`src/include/nand_seq_defs.svh`:
```
// What this block does
// Sequential cache read loads next page while cache register stays readable.
// Cache read commands accepted when die ready, or during an ongoing cache read.
// After a cache read command the die goes busy with both ready bits clear.
// After sequential or random cache read, die ready, array busy, output from column 0.
// During cache output the host may issue random data read to move the column.
// Sequential cache read past a block end continues in the next logical block.
// Host never crosses a die boundary with sequential cache read; uses last cache read.
// Random cache read is 00h, address cycles, 31h; column part is ignored.
// Random cache read addresses the same die as the preceding page read.
// Multi-die targets select one die by enhanced status then read mode first.
// Last cache read copies data register to cache; afterwards both ready bits set.
// Two-plane read: 00h, address plane 0, 00h, address plane 1, then 30h.
// Both two-plane addresses share a die, differ in plane, match in column.
// After two-plane confirm wait for busy end, read plane 0, select plane 1.
// Two-plane read watched by status needs plane select before any read-out.
// Host never issues enhanced status during or after a two-plane read.
// Pages within a block are programmed in strictly ascending order.
// Plain page program writes one page; host checks program fail when ready.
// Cache program: busy while copying, then die ready with array busy.
// During cache program busy only status commands and reset are valid.
// While a cache program series runs only program-related commands are valid.
// Two-plane program commands before a program or cache program queue planes; the host refuses 11h during a cache program series.
// During cache read busy only status commands and reset are valid.
// Read mode switches the die from status output back to data output.
// Commands not valid for the current ready state are not issued.
//
// Constants shared by the NAND cache host and its pin-cycle engine.
// Assumes a single NAND die on the pins and one 125 MHz clock.
`ifndef NAND_SEQ_DEFS_SVH
`define NAND_SEQ_DEFS_SVH

`define CLK_NS          8
`define CYC_CEIL(ns)    (((ns) + `CLK_NS - 1) / `CLK_NS)
`define WE_LOW_NS       25
`define WE_HIGH_NS      15
`define RE_LOW_NS       25
`define RE_HIGH_NS      15
`define WB_NS           100
`define SYNC_CYC        3
`define WE_LOW_CYC      `CYC_CEIL(`WE_LOW_NS)
`define WE_HIGH_CYC     `CYC_CEIL(`WE_HIGH_NS)
`define RE_LOW_CYC      (`CYC_CEIL(`RE_LOW_NS) + `SYNC_CYC)
`define RE_HIGH_CYC     `CYC_CEIL(`RE_HIGH_NS)
`define WB_CYC          (`CYC_CEIL(`WB_NS) + `SYNC_CYC)

`define CMD_READ        8'h00
`define CMD_READ_GO     8'h30
`define CMD_CACHE_SEQ   8'h31
`define CMD_CACHE_LAST  8'h3F
`define CMD_COL_OUT     8'h05
`define CMD_PLANE_OUT   8'h06
`define CMD_COL_GO      8'hE0
`define CMD_STATUS      8'h70
`define CMD_STATUS_ENH  8'h78
`define CMD_PROG        8'h80
`define CMD_COL_IN      8'h85
`define CMD_PROG_GO     8'h10
`define CMD_PROG_CACHE  8'h15
`define CMD_PROG_PLANE  8'h11
`define CMD_RESET       8'hFF

`define OP_SEQ_CACHE    5'h00
`define OP_RAND_CACHE   5'h01
`define OP_LAST_CACHE   5'h02
`define OP_TP_READ      5'h03
`define OP_COL_OUT      5'h04
`define OP_PLANE_SEL    5'h05
`define OP_STATUS       5'h06
`define OP_STATUS_ENH   5'h07
`define OP_READ_MODE    5'h08
`define OP_PROG_SETUP   5'h09
`define OP_COL_IN       5'h0A
`define OP_DATA_IN      5'h0B
`define OP_DATA_OUT     5'h0C
`define OP_PROG_GO      5'h0D
`define OP_PROG_CACHE   5'h0E
`define OP_PROG_PLANE   5'h0F
`define OP_RESET        5'h10
`define OP_LAST         5'h10

`define REG_CTRL        8'h00
`define REG_ADDR_LO     8'h04
`define REG_ADDR_HI     8'h08
`define REG_WDATA       8'h0C
`define REG_RDATA       8'h10
`define REG_STATUS      8'h14

`define ST_ARRAY_READY_BIT     5
`define ST_RDY_BIT      6
`define ERR_BIT         2
`define PLANE_BYTE      2
`define PLANE_BIT       6
`define ROW_BITS        17
`define PAGE_BITS       6

`endif

```
`src/include/nand_seq_pkg.sv`:
```
// Types shared by the NAND cache host and its pin-cycle engine.
// Assumes the constants header is compiled alongside.
package nand_seq_pkg;
  typedef enum logic [1:0] {K_CMD, K_ADDR, K_DIN, K_DOUT} step_kind_t;
  typedef struct packed {
    step_kind_t kind;
    logic [7:0] value;
    logic       last;
    logic       wait_busy;
  } step_t;
  typedef enum logic [1:0] {M_IDLE, M_CACHE_READ, M_CACHE_PROG} mode_t;
  typedef enum logic [1:0] {S_IDLE, S_RUN, S_WAIT} seq_state_t;
  typedef enum logic [1:0] {C_IDLE, C_LOW, C_HIGH} cyc_state_t;
endpackage

```
`src/core/nand_bus_cycle.sv`:
```
// One NAND bus cycle: command, address, data-in or data-out strobe.
// Assumes the caller holds step_i stable in the start cycle only.
`timescale 1ns/1ps
`include "nand_seq_defs.svh"
module nand_bus_cycle (
  // Clock and reset.
  input  wire logic            ref_clk_i,
  input  wire logic            reset_n_i,
  // Request and answer.
  input  wire logic            start_i,
  input  nand_seq_pkg::step_t  step_i,
  output logic                 done_o,
  output logic [7:0]           rdata_o,
  // Pins.
  output logic                 cle_o,
  output logic                 ale_o,
  output logic                 we_n_o,
  output logic                 re_n_o,
  output logic [7:0]           dq_o,
  output logic                 dq_oe_n_o,
  input  wire logic [7:0]      dq_i
);
  import nand_seq_pkg::*;

  cyc_state_t state, next_state;
  logic [7:0] cnt, next_cnt;
  logic       next_done, next_cle, next_ale, next_we_n, next_re_n, next_oe_n;
  logic [7:0] next_dq, next_rdata;
  logic [7:0] dq_s1, dq_s2, dq_s3;

  // The data bus comes from another chip, so it runs through three flip-flops.
  always_ff @(posedge ref_clk_i or negedge reset_n_i) begin
    if (!reset_n_i) begin
      dq_s1 <= 8'h00;
      dq_s2 <= 8'h00;
      dq_s3 <= 8'h00;
    end else begin
      dq_s1 <= dq_i;
      dq_s2 <= dq_s1;
      dq_s3 <= dq_s2;
    end
  end

  // Strobe timing; a read waits for stages two and three to agree before capture.
  always_comb begin
    next_state = state;
    next_cnt   = cnt;
    next_done  = 1'b0;
    next_cle   = cle_o;
    next_ale   = ale_o;
    next_we_n  = we_n_o;
    next_re_n  = re_n_o;
    next_oe_n  = dq_oe_n_o;
    next_dq    = dq_o;
    next_rdata = rdata_o;
    unique case (state)
      C_IDLE: begin
        if (start_i) begin
          next_state = C_LOW;
          next_cle   = (step_i.kind == K_CMD);
          next_ale   = (step_i.kind == K_ADDR);
          next_dq    = step_i.value;
          if (step_i.kind == K_DOUT) begin
            next_re_n = 1'b0;
            next_oe_n = 1'b1;
            next_cnt  = 8'(`RE_LOW_CYC - 1);
          end else begin
            next_we_n = 1'b0;
            next_oe_n = 1'b0;
            next_cnt  = 8'(`WE_LOW_CYC - 1);
          end
        end
      end
      C_LOW: begin
        if (cnt != 8'h00) begin
          next_cnt = cnt - 8'h01;
        end else if (!re_n_o) begin
          if (dq_s2 == dq_s3) begin
            next_rdata = dq_s3;
            next_re_n  = 1'b1;
            next_state = C_HIGH;
            next_cnt   = 8'(`RE_HIGH_CYC - 1);
          end
        end else begin
          next_we_n  = 1'b1;
          next_state = C_HIGH;
          next_cnt   = 8'(`WE_HIGH_CYC - 1);
        end
      end
      C_HIGH: begin
        if (cnt != 8'h00) begin
          next_cnt = cnt - 8'h01;
        end else begin
          next_done  = 1'b1;
          next_cle   = 1'b0;
          next_ale   = 1'b0;
          next_oe_n  = 1'b1;
          next_state = C_IDLE;
        end
      end
    endcase
  end

  // Registers only.
  always_ff @(posedge ref_clk_i or negedge reset_n_i) begin
    if (!reset_n_i) begin
      state     <= C_IDLE;
      cnt       <= 8'h00;
      done_o    <= 1'b0;
      cle_o     <= 1'b0;
      ale_o     <= 1'b0;
      we_n_o    <= 1'b1;
      re_n_o    <= 1'b1;
      dq_oe_n_o <= 1'b1;
      dq_o      <= 8'h00;
      rdata_o   <= 8'h00;
    end else begin
      state     <= next_state;
      cnt       <= next_cnt;
      done_o    <= next_done;
      cle_o     <= next_cle;
      ale_o     <= next_ale;
      we_n_o    <= next_we_n;
      re_n_o    <= next_re_n;
      dq_oe_n_o <= next_oe_n;
      dq_o      <= next_dq;
      rdata_o   <= next_rdata;
    end
  end
endmodule

```
`src/core/nand_cache_host.sv`:
```
// NAND cache read and program host: APB register slave plus command sequencer.
// Assumes one die on the pins; software orders one operation at a time.
//
// Our own choices: the placing of the registers and register access over APB.
`timescale 1ns/1ps
`include "nand_seq_defs.svh"
module nand_cache_host (
  // Clock and reset.
  input  wire logic        ref_clk_i,
  input  wire logic        reset_n_i,
  // APB slave.
  input  wire logic        psel_i,
  input  wire logic        penable_i,
  input  wire logic        pwrite_i,
  input  wire logic [31:0] paddr_i,
  input  wire logic [31:0] pwdata_i,
  output logic [31:0]      prdata_o,
  output logic             pready_o,
  output logic             pslverr_o,
  // NAND pins.
  output logic             ce_n_o,
  output logic             wp_n_o,
  output logic             cle_o,
  output logic             ale_o,
  output logic             we_n_o,
  output logic             re_n_o,
  output logic [7:0]       dq_o,
  output logic             dq_oe_n_o,
  input  wire logic [7:0]  dq_i,
  input  wire logic        rb_n_i
);
  import nand_seq_pkg::*;

  seq_state_t state, next_state;
  mode_t      mode, next_mode;
  logic [4:0] op, next_op;
  logic [3:0] idx, next_idx;
  logic [7:0] wcnt, next_wcnt;
  logic       cyc_start, next_cyc_start;
  logic       cyc_done;
  logic [7:0] cyc_rdata;
  step_t      step;
  logic [31:0] addr_lo, next_addr_lo;
  logic [7:0] addr_hi, next_addr_hi, wdata, next_wdata, rdata, next_rdata;
  logic [7:0] status_byte, next_status_byte;
  logic       err, next_err, tp_active, next_tp_active, need_sel, next_need_sel;
  logic       have_prog, next_have_prog;
  logic [`ROW_BITS-1:0] read_row, next_read_row, prog_row, next_prog_row, addr_row;
  logic [31:0] next_prdata;
  logic       next_pready, next_pslverr, setup, access, wr, order_ok;
  logic       rb_s1, rb_s2, rb_s3, rb_level;

  // Ready/busy is a pin; it counts as changed once stages two and three agree.
  always_ff @(posedge ref_clk_i or negedge reset_n_i) begin
    if (!reset_n_i) begin
      rb_s1    <= 1'b0;
      rb_s2    <= 1'b0;
      rb_s3    <= 1'b0;
      rb_level <= 1'b0;
    end else begin
      rb_s1 <= rb_n_i;
      rb_s2 <= rb_s1;
      rb_s3 <= rb_s2;
      if (rb_s2 == rb_s3) begin
        rb_level <= rb_s3;
      end
    end
  end

  // Address byte i of the five-cycle address, plane bit forced where asked.
  function automatic logic [7:0] abyte(input logic [2:0] i, input logic force_pl,
                                       input logic pl);
    logic [7:0] b;
    b = (i == 3'd4) ? addr_hi : addr_lo[8*i[1:0] +: 8];
    if (force_pl && i == 3'(`PLANE_BYTE)) begin
      b[`PLANE_BIT] = pl;
    end
    return b;
  endfunction

  function automatic step_t mk(input step_kind_t k, input logic [7:0] v, input logic l,
                               input logic w);
    step_t s;
    s.kind      = k;
    s.value     = v;
    s.last      = l;
    s.wait_busy = w;
    return s;
  endfunction

  // Command-only step that ends the operation.
  function automatic step_t fin(input logic [7:0] v, input logic w);
    return mk(K_CMD, v, 1'b1, w);
  endfunction

  // Step list of every operation, indexed by idx.
  always_comb begin
    step = fin(`CMD_RESET, 1'b1);
    unique case (op)
      `OP_SEQ_CACHE:  step = fin(`CMD_CACHE_SEQ, 1'b1);
      `OP_LAST_CACHE: step = fin(`CMD_CACHE_LAST, 1'b1);
      `OP_READ_MODE:  step = fin(`CMD_READ, 1'b0);
      `OP_PROG_GO:    step = fin(`CMD_PROG_GO, 1'b1);
      `OP_PROG_CACHE: step = fin(`CMD_PROG_CACHE, 1'b1);
      `OP_PROG_PLANE: step = fin(`CMD_PROG_PLANE, 1'b1);
      `OP_DATA_IN:    step = mk(K_DIN, wdata, 1'b1, 1'b0);
      `OP_DATA_OUT:   step = mk(K_DOUT, 8'h00, 1'b1, 1'b0);
      `OP_RAND_CACHE, `OP_PLANE_SEL, `OP_PROG_SETUP: begin
        if (idx == 4'd0) begin
          step = mk(K_CMD, (op == `OP_RAND_CACHE) ? `CMD_READ :
                           (op == `OP_PLANE_SEL) ? `CMD_PLANE_OUT : `CMD_PROG, 1'b0, 1'b0);
        end else if (idx <= 4'd5) begin
          step = mk(K_ADDR, abyte(3'(idx - 4'd1), 1'b0, 1'b0),
                    (op == `OP_PROG_SETUP) && idx == 4'd5, 1'b0);
        end else begin
          step = fin((op == `OP_RAND_CACHE) ? `CMD_CACHE_SEQ : `CMD_COL_GO,
                     op == `OP_RAND_CACHE);
        end
      end
      `OP_TP_READ: begin
        // One address register feeds both planes, so the columns always match.
        if (idx == 4'd0 || idx == 4'd6) begin
          step = mk(K_CMD, `CMD_READ, 1'b0, 1'b0);
        end else if (idx <= 4'd5) begin
          step = mk(K_ADDR, abyte(3'(idx - 4'd1), 1'b1, 1'b0), 1'b0, 1'b0);
        end else if (idx <= 4'd11) begin
          step = mk(K_ADDR, abyte(3'(idx - 4'd7), 1'b1, 1'b1), 1'b0, 1'b0);
        end else begin
          step = fin(`CMD_READ_GO, 1'b1);
        end
      end
      `OP_COL_OUT, `OP_COL_IN: begin
        if (idx == 4'd0) begin
          step = mk(K_CMD, (op == `OP_COL_OUT) ? `CMD_COL_OUT : `CMD_COL_IN, 1'b0, 1'b0);
        end else if (idx <= 4'd2) begin
          step = mk(K_ADDR, abyte(3'(idx - 4'd1), 1'b0, 1'b0),
                    (op == `OP_COL_IN) && idx == 4'd2, 1'b0);
        end else begin
          step = fin(`CMD_COL_GO, 1'b0);
        end
      end
      `OP_STATUS, `OP_STATUS_ENH: begin
        if (idx == 4'd0) begin
          step = mk(K_CMD, (op == `OP_STATUS) ? `CMD_STATUS : `CMD_STATUS_ENH, 1'b0, 1'b0);
        end else if (op == `OP_STATUS || idx == 4'd4) begin
          step = mk(K_DOUT, 8'h00, 1'b1, 1'b0);
        end else begin
          step = mk(K_ADDR, abyte(3'(idx + 4'd1), 1'b0, 1'b0), 1'b0, 1'b0);
        end
      end
      default: step = fin(`CMD_RESET, 1'b1);
    endcase
  end

  // Whether an operation may be sent in the die state this host has seen.
  function automatic logic op_valid(input logic [4:0] o, input logic rdy, input mode_t m);
    logic ok;
    ok = 1'b1;
    if (!rdy) begin
      ok = (o == `OP_STATUS) || (o == `OP_STATUS_ENH) || (o == `OP_RESET);
    end else if (m == M_CACHE_READ) begin
      ok = (o <= `OP_DATA_OUT) && (o != `OP_PROG_SETUP) && (o != `OP_COL_IN) &&
           (o != `OP_DATA_IN) || (o == `OP_RESET);
    end else if (m == M_CACHE_PROG) begin
      ok = (o == `OP_STATUS) || (o == `OP_STATUS_ENH) || (o >= `OP_PROG_SETUP &&
           o != `OP_DATA_OUT && o != `OP_PROG_PLANE);
    end
    return ok && (o <= `OP_LAST);
  endfunction

  assign addr_row = {addr_hi[0], addr_lo[31:16]};
  // Program order within one block must climb; a new block starts over.
  assign order_ok = !have_prog ||
                    (addr_row[`ROW_BITS-1:`PAGE_BITS] != prog_row[`ROW_BITS-1:`PAGE_BITS]) ||
                    (addr_row[`PAGE_BITS-1:0] > prog_row[`PAGE_BITS-1:0]);

  // APB decode, register file and sequencer next state.
  always_comb begin
    setup            = psel_i && !penable_i;
    access           = psel_i && penable_i && pready_o;
    wr               = access && pwrite_i && !pslverr_o;
    next_pready      = setup;
    next_pslverr     = 1'b0;
    next_prdata      = prdata_o;
    next_addr_lo     = addr_lo;
    next_addr_hi     = addr_hi;
    next_wdata       = wdata;
    next_rdata       = rdata;
    next_status_byte = status_byte;
    next_err         = err;
    next_state       = state;
    next_op          = op;
    next_idx         = idx;
    next_wcnt        = wcnt;
    next_cyc_start   = 1'b0;
    next_mode        = mode;
    next_tp_active   = tp_active;
    next_need_sel    = need_sel;
    next_read_row    = read_row;
    next_prog_row    = prog_row;
    next_have_prog   = have_prog;
    if (setup) begin
      next_prdata = 32'h0000_0000;
      unique case (paddr_i[7:0])
        `REG_CTRL:    next_prdata = {27'h0000000, op};
        `REG_ADDR_LO: next_prdata = addr_lo;
        `REG_ADDR_HI: next_prdata = {24'h000000, addr_hi};
        `REG_WDATA:   next_prdata = {24'h000000, wdata};
        `REG_RDATA:   next_prdata = {24'h000000, rdata};
        `REG_STATUS:  next_prdata = {16'h0000, status_byte, 1'b0, need_sel, tp_active,
                                     mode, err, rb_level, state != S_IDLE};
        default:      next_pslverr = 1'b1;
      endcase
      if (paddr_i[31:8] != 24'h000000) begin
        next_pslverr = 1'b1;
      end
    end
    // Software writes; the refusal flag clears by writing one to its bit.
    if (wr && paddr_i[7:0] == `REG_ADDR_LO) next_addr_lo = pwdata_i;
    if (wr && paddr_i[7:0] == `REG_ADDR_HI) next_addr_hi = pwdata_i[7:0];
    if (wr && paddr_i[7:0] == `REG_WDATA) next_wdata = pwdata_i[7:0];
    if (wr && paddr_i[7:0] == `REG_STATUS && pwdata_i[`ERR_BIT]) next_err = 1'b0;
    // A new order is sent only when legal for the state the die is in.
    if (wr && paddr_i[7:0] == `REG_CTRL) begin
      if (state != S_IDLE || !op_valid(pwdata_i[4:0], rb_level, mode) ||
          (pwdata_i[4:0] == `OP_STATUS_ENH && tp_active) ||
          (pwdata_i[4:0] == `OP_DATA_OUT && need_sel) ||
          (pwdata_i[4:0] == `OP_SEQ_CACHE && (&read_row)) ||
          (pwdata_i[4:0] == `OP_PROG_SETUP && !order_ok)) begin
        next_err = 1'b1;
      end else begin
        next_op        = pwdata_i[4:0];
        next_idx       = 4'd0;
        next_state     = S_RUN;
        next_cyc_start = 1'b1;
        unique case (pwdata_i[4:0])
          `OP_SEQ_CACHE: begin
            next_mode     = M_CACHE_READ;
            next_read_row = read_row + `ROW_BITS'(1);
          end
          `OP_RAND_CACHE: begin
            next_mode     = M_CACHE_READ;
            next_read_row = addr_row;
          end
          `OP_LAST_CACHE, `OP_PROG_GO, `OP_RESET: begin
            next_mode      = M_IDLE;
            next_tp_active = 1'b0;
            next_need_sel  = 1'b0;
          end
          `OP_TP_READ: begin
            next_tp_active = 1'b1;
            next_read_row  = addr_row;
          end
          `OP_PLANE_SEL:  next_need_sel = 1'b0;
          `OP_PROG_CACHE: next_mode = M_CACHE_PROG;
          `OP_PROG_SETUP: begin
            next_prog_row  = addr_row;
            next_have_prog = 1'b1;
            next_tp_active = 1'b0;
          end
          default: ;
        endcase
      end
    end
    // Sequencer: one pin cycle per step, then a settle wait for busy to show where the last step asks for it.
    unique case (state)
      S_IDLE: ;
      S_RUN: begin
        if (cyc_done) begin
          if (step.kind == K_DOUT) begin
            if (op == `OP_DATA_OUT) begin
              next_rdata = cyc_rdata;
            end else begin
              next_status_byte = cyc_rdata;
              if (cyc_rdata[`ST_RDY_BIT] && cyc_rdata[`ST_ARRAY_READY_BIT]) begin
                next_mode = M_IDLE;
              end
              if (tp_active && op == `OP_STATUS) begin
                next_need_sel = 1'b1;
              end
            end
          end
          if (!step.last) begin
            next_idx       = idx + 4'd1;
            next_cyc_start = 1'b1;
          end else if (step.wait_busy) begin
            next_state = S_WAIT;
            next_wcnt  = 8'(`WB_CYC - 1);
          end else begin
            next_state = S_IDLE;
          end
        end
      end
      S_WAIT: begin
        // Covers the busy-line delay plus its synchroniser, so busy is seen before idle.
        if (wcnt == 8'h00) begin
          next_state = S_IDLE;
        end else begin
          next_wcnt = wcnt - 8'h01;
        end
      end
      default: next_state = S_IDLE;
    endcase
  end

  // Registers only.
  always_ff @(posedge ref_clk_i or negedge reset_n_i) begin
    if (!reset_n_i) begin
      prdata_o    <= 32'h0000_0000;
      pready_o    <= 1'b0;
      pslverr_o   <= 1'b0;
      ce_n_o      <= 1'b1;
      wp_n_o      <= 1'b0;
      addr_lo     <= 32'h0000_0000;
      addr_hi     <= 8'h00;
      wdata       <= 8'h00;
      rdata       <= 8'h00;
      status_byte <= 8'h00;
      err         <= 1'b0;
      state       <= S_IDLE;
      op          <= `OP_RESET;
      idx         <= 4'd0;
      wcnt        <= 8'h00;
      cyc_start   <= 1'b0;
      mode        <= M_IDLE;
      tp_active   <= 1'b0;
      need_sel    <= 1'b0;
      read_row    <= '0;
      prog_row    <= '0;
      have_prog   <= 1'b0;
    end else begin
      prdata_o    <= next_prdata;
      pready_o    <= next_pready;
      pslverr_o   <= next_pslverr;
      ce_n_o      <= 1'b0;
      wp_n_o      <= 1'b1;
      addr_lo     <= next_addr_lo;
      addr_hi     <= next_addr_hi;
      wdata       <= next_wdata;
      rdata       <= next_rdata;
      status_byte <= next_status_byte;
      err         <= next_err;
      state       <= next_state;
      op          <= next_op;
      idx         <= next_idx;
      wcnt        <= next_wcnt;
      cyc_start   <= next_cyc_start;
      mode        <= next_mode;
      tp_active   <= next_tp_active;
      need_sel    <= next_need_sel;
      read_row    <= next_read_row;
      prog_row    <= next_prog_row;
      have_prog   <= next_have_prog;
    end
  end

  // Pin-cycle engine.
  nand_bus_cycle u_cycle (
    .ref_clk_i (ref_clk_i),
    .reset_n_i (reset_n_i),
    .start_i   (cyc_start),
    .step_i    (step),
    .done_o    (cyc_done),
    .rdata_o   (cyc_rdata),
    .cle_o     (cle_o),
    .ale_o     (ale_o),
    .we_n_o    (we_n_o),
    .re_n_o    (re_n_o),
    .dq_o      (dq_o),
    .dq_oe_n_o (dq_oe_n_o),
    .dq_i      (dq_i)
  );
endmodule

```
`config.mk`:
```
export PLATFORM = sky130hd
export DESIGN_NAME = nand_cache_host
export DESIGN_NICKNAME = d
export VERILOG_FILES = /design/src/include/nand_seq_pkg.sv /design/src/core/nand_bus_cycle.sv /design/src/core/nand_cache_host.sv
export VERILOG_INCLUDE_DIRS = /design/src /design/src/include
export SDC_FILE = /design/constraint.sdc
export NUM_CORES = 1
export LEC_CHECK = 0
export ABC_AREA = 1
export BUFFER_PORTS_ARGS = -buffer_cell sky130_fd_sc_hd__buf_2
export CELL_PAD_IN_SITES_DETAIL_PLACEMENT = 1
export CELL_PAD_IN_SITES_GLOBAL_PLACEMENT = 2
export CORE_MARGIN = 4
export CORE_UTILIZATION = 37
export CTS_CLUSTER_DIAMETER = 60
export DETAILED_ROUTE_END_ITERATION = 10
export GPL_ROUTABILITY_DRIVEN = 0
export PLACE_DENSITY_LB_ADDON = 0.1
export SYNTH_ARGS = -nofsm -noshare
export SYNTH_HDL_FRONTEND = slang
export SYNTH_HIERARCHICAL = 1
export SYNTH_SLANG_ARGS = --single-unit
```
`constraint.sdc`:
```
create_clock -name ref_clk_i -period 8.2 [get_ports ref_clk_i]
set_input_delay 0.41 -clock ref_clk_i [delete_from_list [all_inputs] [get_ports ref_clk_i]]
set_output_delay 0.41 -clock ref_clk_i [all_outputs]
set_load 0.03 [all_outputs]
```
==> results.yml <==
cts:
  htreeDepth: 1
  clock_latency_ps: 550
  clockBufferDepth: 3
  post-cts-setup-buffers: 0
  path_clk_slew_ps: 60
  cts_tree: "built"
  root_buffer: "clkbuf_16"
  numClockSinks: 220
  cts_made_buffers: 31
detailed_routing:
  num_vias: 10800
  drtPass1Iterations: 5
  post_drt_wl_per_cell_um: 18.7
  totalWireLength_mm: 39.2
  ant_nets: 0
  drcViolationCount: 0
  drtIter0Drc: 583
  vias_per_cell: 5.18
power_and_ir_drop:
  power_switching_uw: 941
  power_frac_comb_pct: 17.3
  p_int_uw: 2200
  p_seq_share_pct: 38.3
  swShare_pct: 29.9
  leakagePower_uw: 0.00688
  pwr-share-clk_pct: 44.4
  peakVddDrop_mv: 0.177
  power_density_mw_per_mm2: 227
grt:
  grtUsageMet2_pct: 37.5
  met1_usage_pct: 32.8
  grt_max_degree: 91
  grt_pass1_wl_mm: 62.3
  antenna_found_initial: 1
  grt_pass1_vias: 11200
  grt.overflow.total: 0
  gr-max-usage-layer: "met2"
  track_usage_pct: 22.8
  grtUsageMet3_pct: 2.74
worst_setup_path:
  cp_max_fo: 29
  crit_path_start_kind: "register"
  crit_required_ps: 8670
  cp_top_family: "simple AND/OR/NAND/NOR gates"
  critical_path.endpoint_type: "register"
  crit_type: "reg2reg"
  crit_path_cell_trace: "buf_4 -> inv_1 -> ha_1 -> nand3_1 -> inv_2 -> nor2_1 -> inv_2 -> nor2_1 -> inv_1 -> nand2_1 -> nand2_1 -> o21ai_0 -> inv_1 -> nor2_1 -> nand2_1 -> a21oi_1"
  max_stage_delay_ps: 360
  critPathArrivalTime_ps: 3670
  cp_num_buf_inv: 6
  critical_path.slowest_cell: "nand3_1"
placed_design:
  dp_hpwl_mm: 29.3
  port_buffers: 126
  place_inst: 2029
sta:
  rsz0062_at_grt: "no"
  fin_crit_sh_pct: 39.0
  setup_tns_ps: 0
  post-route-min-period_ps: 3200
  slew_headroom_pct: 31.1
  final-setup-viol-count: 0
  finClkSkew_ps: 15.6
  worstMarginPinSlew_ps: 1030
  max_freq_mhz: 312
  maxSlewViolCount: 0
  finalHoldViolations: 0
yosys:
  ys_async_sr_fraction_pct: 100
  synth_largest_area_cell: "dfrtp_1"
  ys_top_cells_by_count: "505 x nand2_1, 215 x dfrtp_1, 166 x inv_1, 166 x o21ai_0, 114 x nor2_1"
  synthCells: 1542
  yosys-top-cells-area: "dfrtp_1 46%, nand2_1 16%, o21ai_0 7.1%"
  synthFlopType: "dfrtp_1"
  synth-edff-count: 0
  synth_seq_cells: 220
  synth-warning-count: 6
  ys_seq_area_share_pct: 47.2
  synth_area_sq_mm: 0.0117
  synthMostInstantiatedCell: "nand2_1"
  synth.top_cell.area_share_pct: 46.1
  synth_cell_types: 55
  syn_avg_cell_area_sq_um: 7.57
  synth_fp_nets: 1641
floorplanning:
  initial_core_util_pct: 37.9
  die_w_um: 186
  ios: 127
  rows: 64
  die_y_um: 186
  core_sq_mm: 0.0308
  dieArea_sq_mm: 0.0344
worst_hold_path:
  hold_path.class: "in2reg"
status:
  outcome: "complete, no violations"
final_layout:
  final_cells: 2095
  diodes: 0
  nets: 1775
  fin_util_pct: 45.0
  area_growth_pct: 18.8
  drive_gt1_share_pct: 14.7
run:
  cap_violations: 0
power by group through the flow:
stage | sequential, uW | clock [uW] | combinational [uW]
final | 1200 | 1390 | 545
after global routing | 1210 | 1480 | 629
after floorplan | 1230 | 0 | 370
after CTS | 1200 | 1430 | 557
after detailed placement | 1220 | 0 | 546
after global placement | 1220 | 0 | 531
cell usage in the layout, fill, tap and decap left out, types with 15 or more instances in the layout:
master	instances
o21ai_0	166
clkbuf_16	31
a21oi_1	52
nor3_1	23
ha_1	21
o31ai_1	15
buf_2	125
nand3_1	75
inv_1	166
nor2_1	113
nand2_1	504
dfrtp_1	215
path summary, 6_finish.rpt:
| kind | from | to | slack (ps) | cells after the start |
|---|---|---|---|---|
| max in group asynchronous | reset_n_i | u_cycle/dq_s3[1]$_DFF_PN0_ | 6310 | 3 |
| worst max-delay path | idx[0]$_DFF_PN0_ | u_cycle/re_n_o$_DFFE_PN1P_ | 5000 | 16 |
| worst min register to register | u_cycle/dq_s1[7]$_DFF_PN0_ | u_cycle/dq_s2[7]$_DFF_PN0_ | 340 | 0 |
| worst min-delay path | pwdata_i[21] | addr_lo[21]$_DFFE_PN0P_ | 90 | 2 |
| worst max register to register | idx[0]$_DFF_PN0_ | u_cycle/re_n_o$_DFFE_PN1P_ | 5000 | 16 |
| min in group asynchronous | reset_n_i | addr_lo[25]$_DFFE_PN0P_ | 480 | 2 |
cell type report:
type,count,area [sq um]
fill,3832,17000
tap,396,495
inverter,180,678
multi-input combinational,1099,5290
timing repair buffer,144,801
clock buffer,43,921
sequential,220,5510
clock inverter,13,165
per-stage QoR:
stage / area [sq um] / power, uW / worst slack, ps / hold slack [ps]
after floorplan: 11700 / 1600 / 5620 / 114
after global placement: 12700 / 1750 / 4910 / 331
after detailed placement: 12700 / 1770 / 4900 / 337
after CTS: 13900 / 3190 / 4980 / 66.4
after global routing: 13900 / 3320 / 4610 / 80.8
final: 13900 / 3140 / 5000 / 85.7
routing by layer:
| layer | share of wire, % | wire (um) | vias to the layer above |
|---|---|---|---|
| met1 | 48 | 18700 | 5340 |
| li1 | - | - | 5237 |
| met2 | 46 | 18100 | 216 |
| met4 | 2.0 | 786 | 2 |
| met3 | 4.2 | 1630 | 52 |
| met5 | 0.033 | 13 | - |
timing repair:
action,CTS,global route
endpoints found under the setup margin,0,0
hold endpoints to repair,97,0
resized for setup,0,0
hold buffers,10,0
flip-flops by register name, summed over array words and instances, names as in the netlist, 2 cells and up:
| register | cells |
|---|---|
| addr_hi | 8 |
| addr_lo | 32 |
| idx | 4 |
| mode | 2 |
| op | 5 |
| prdata_o | 32 |
| prog_row | 17 |
| rdata | 8 |
| read_row | 17 |
| state | 2 |
| status_byte | 8 |
| u_cycle/cnt | 8 |
| u_cycle/dq_o | 8 |
| u_cycle/dq_s1 | 8 |
| u_cycle/dq_s2 | 8 |
| u_cycle/dq_s3 | 8 |
| u_cycle/rdata_o | 8 |
| u_cycle/state | 2 |
| wcnt | 8 |
| wdata | 8 |
cells by family after synthesis:
kind of cell,after synthesis,share of synthesized area (%)
compound gates,280,13.4
xor+xnor,23,1.73
fa+ha+maj,22,2.34
buf+inv,223,7.48
flops,220,47.2
mux,4,0.364
other cells,2,0.0643
simple gates,768,27.4
Note: power is estimated with default switching activity, not from simulation.
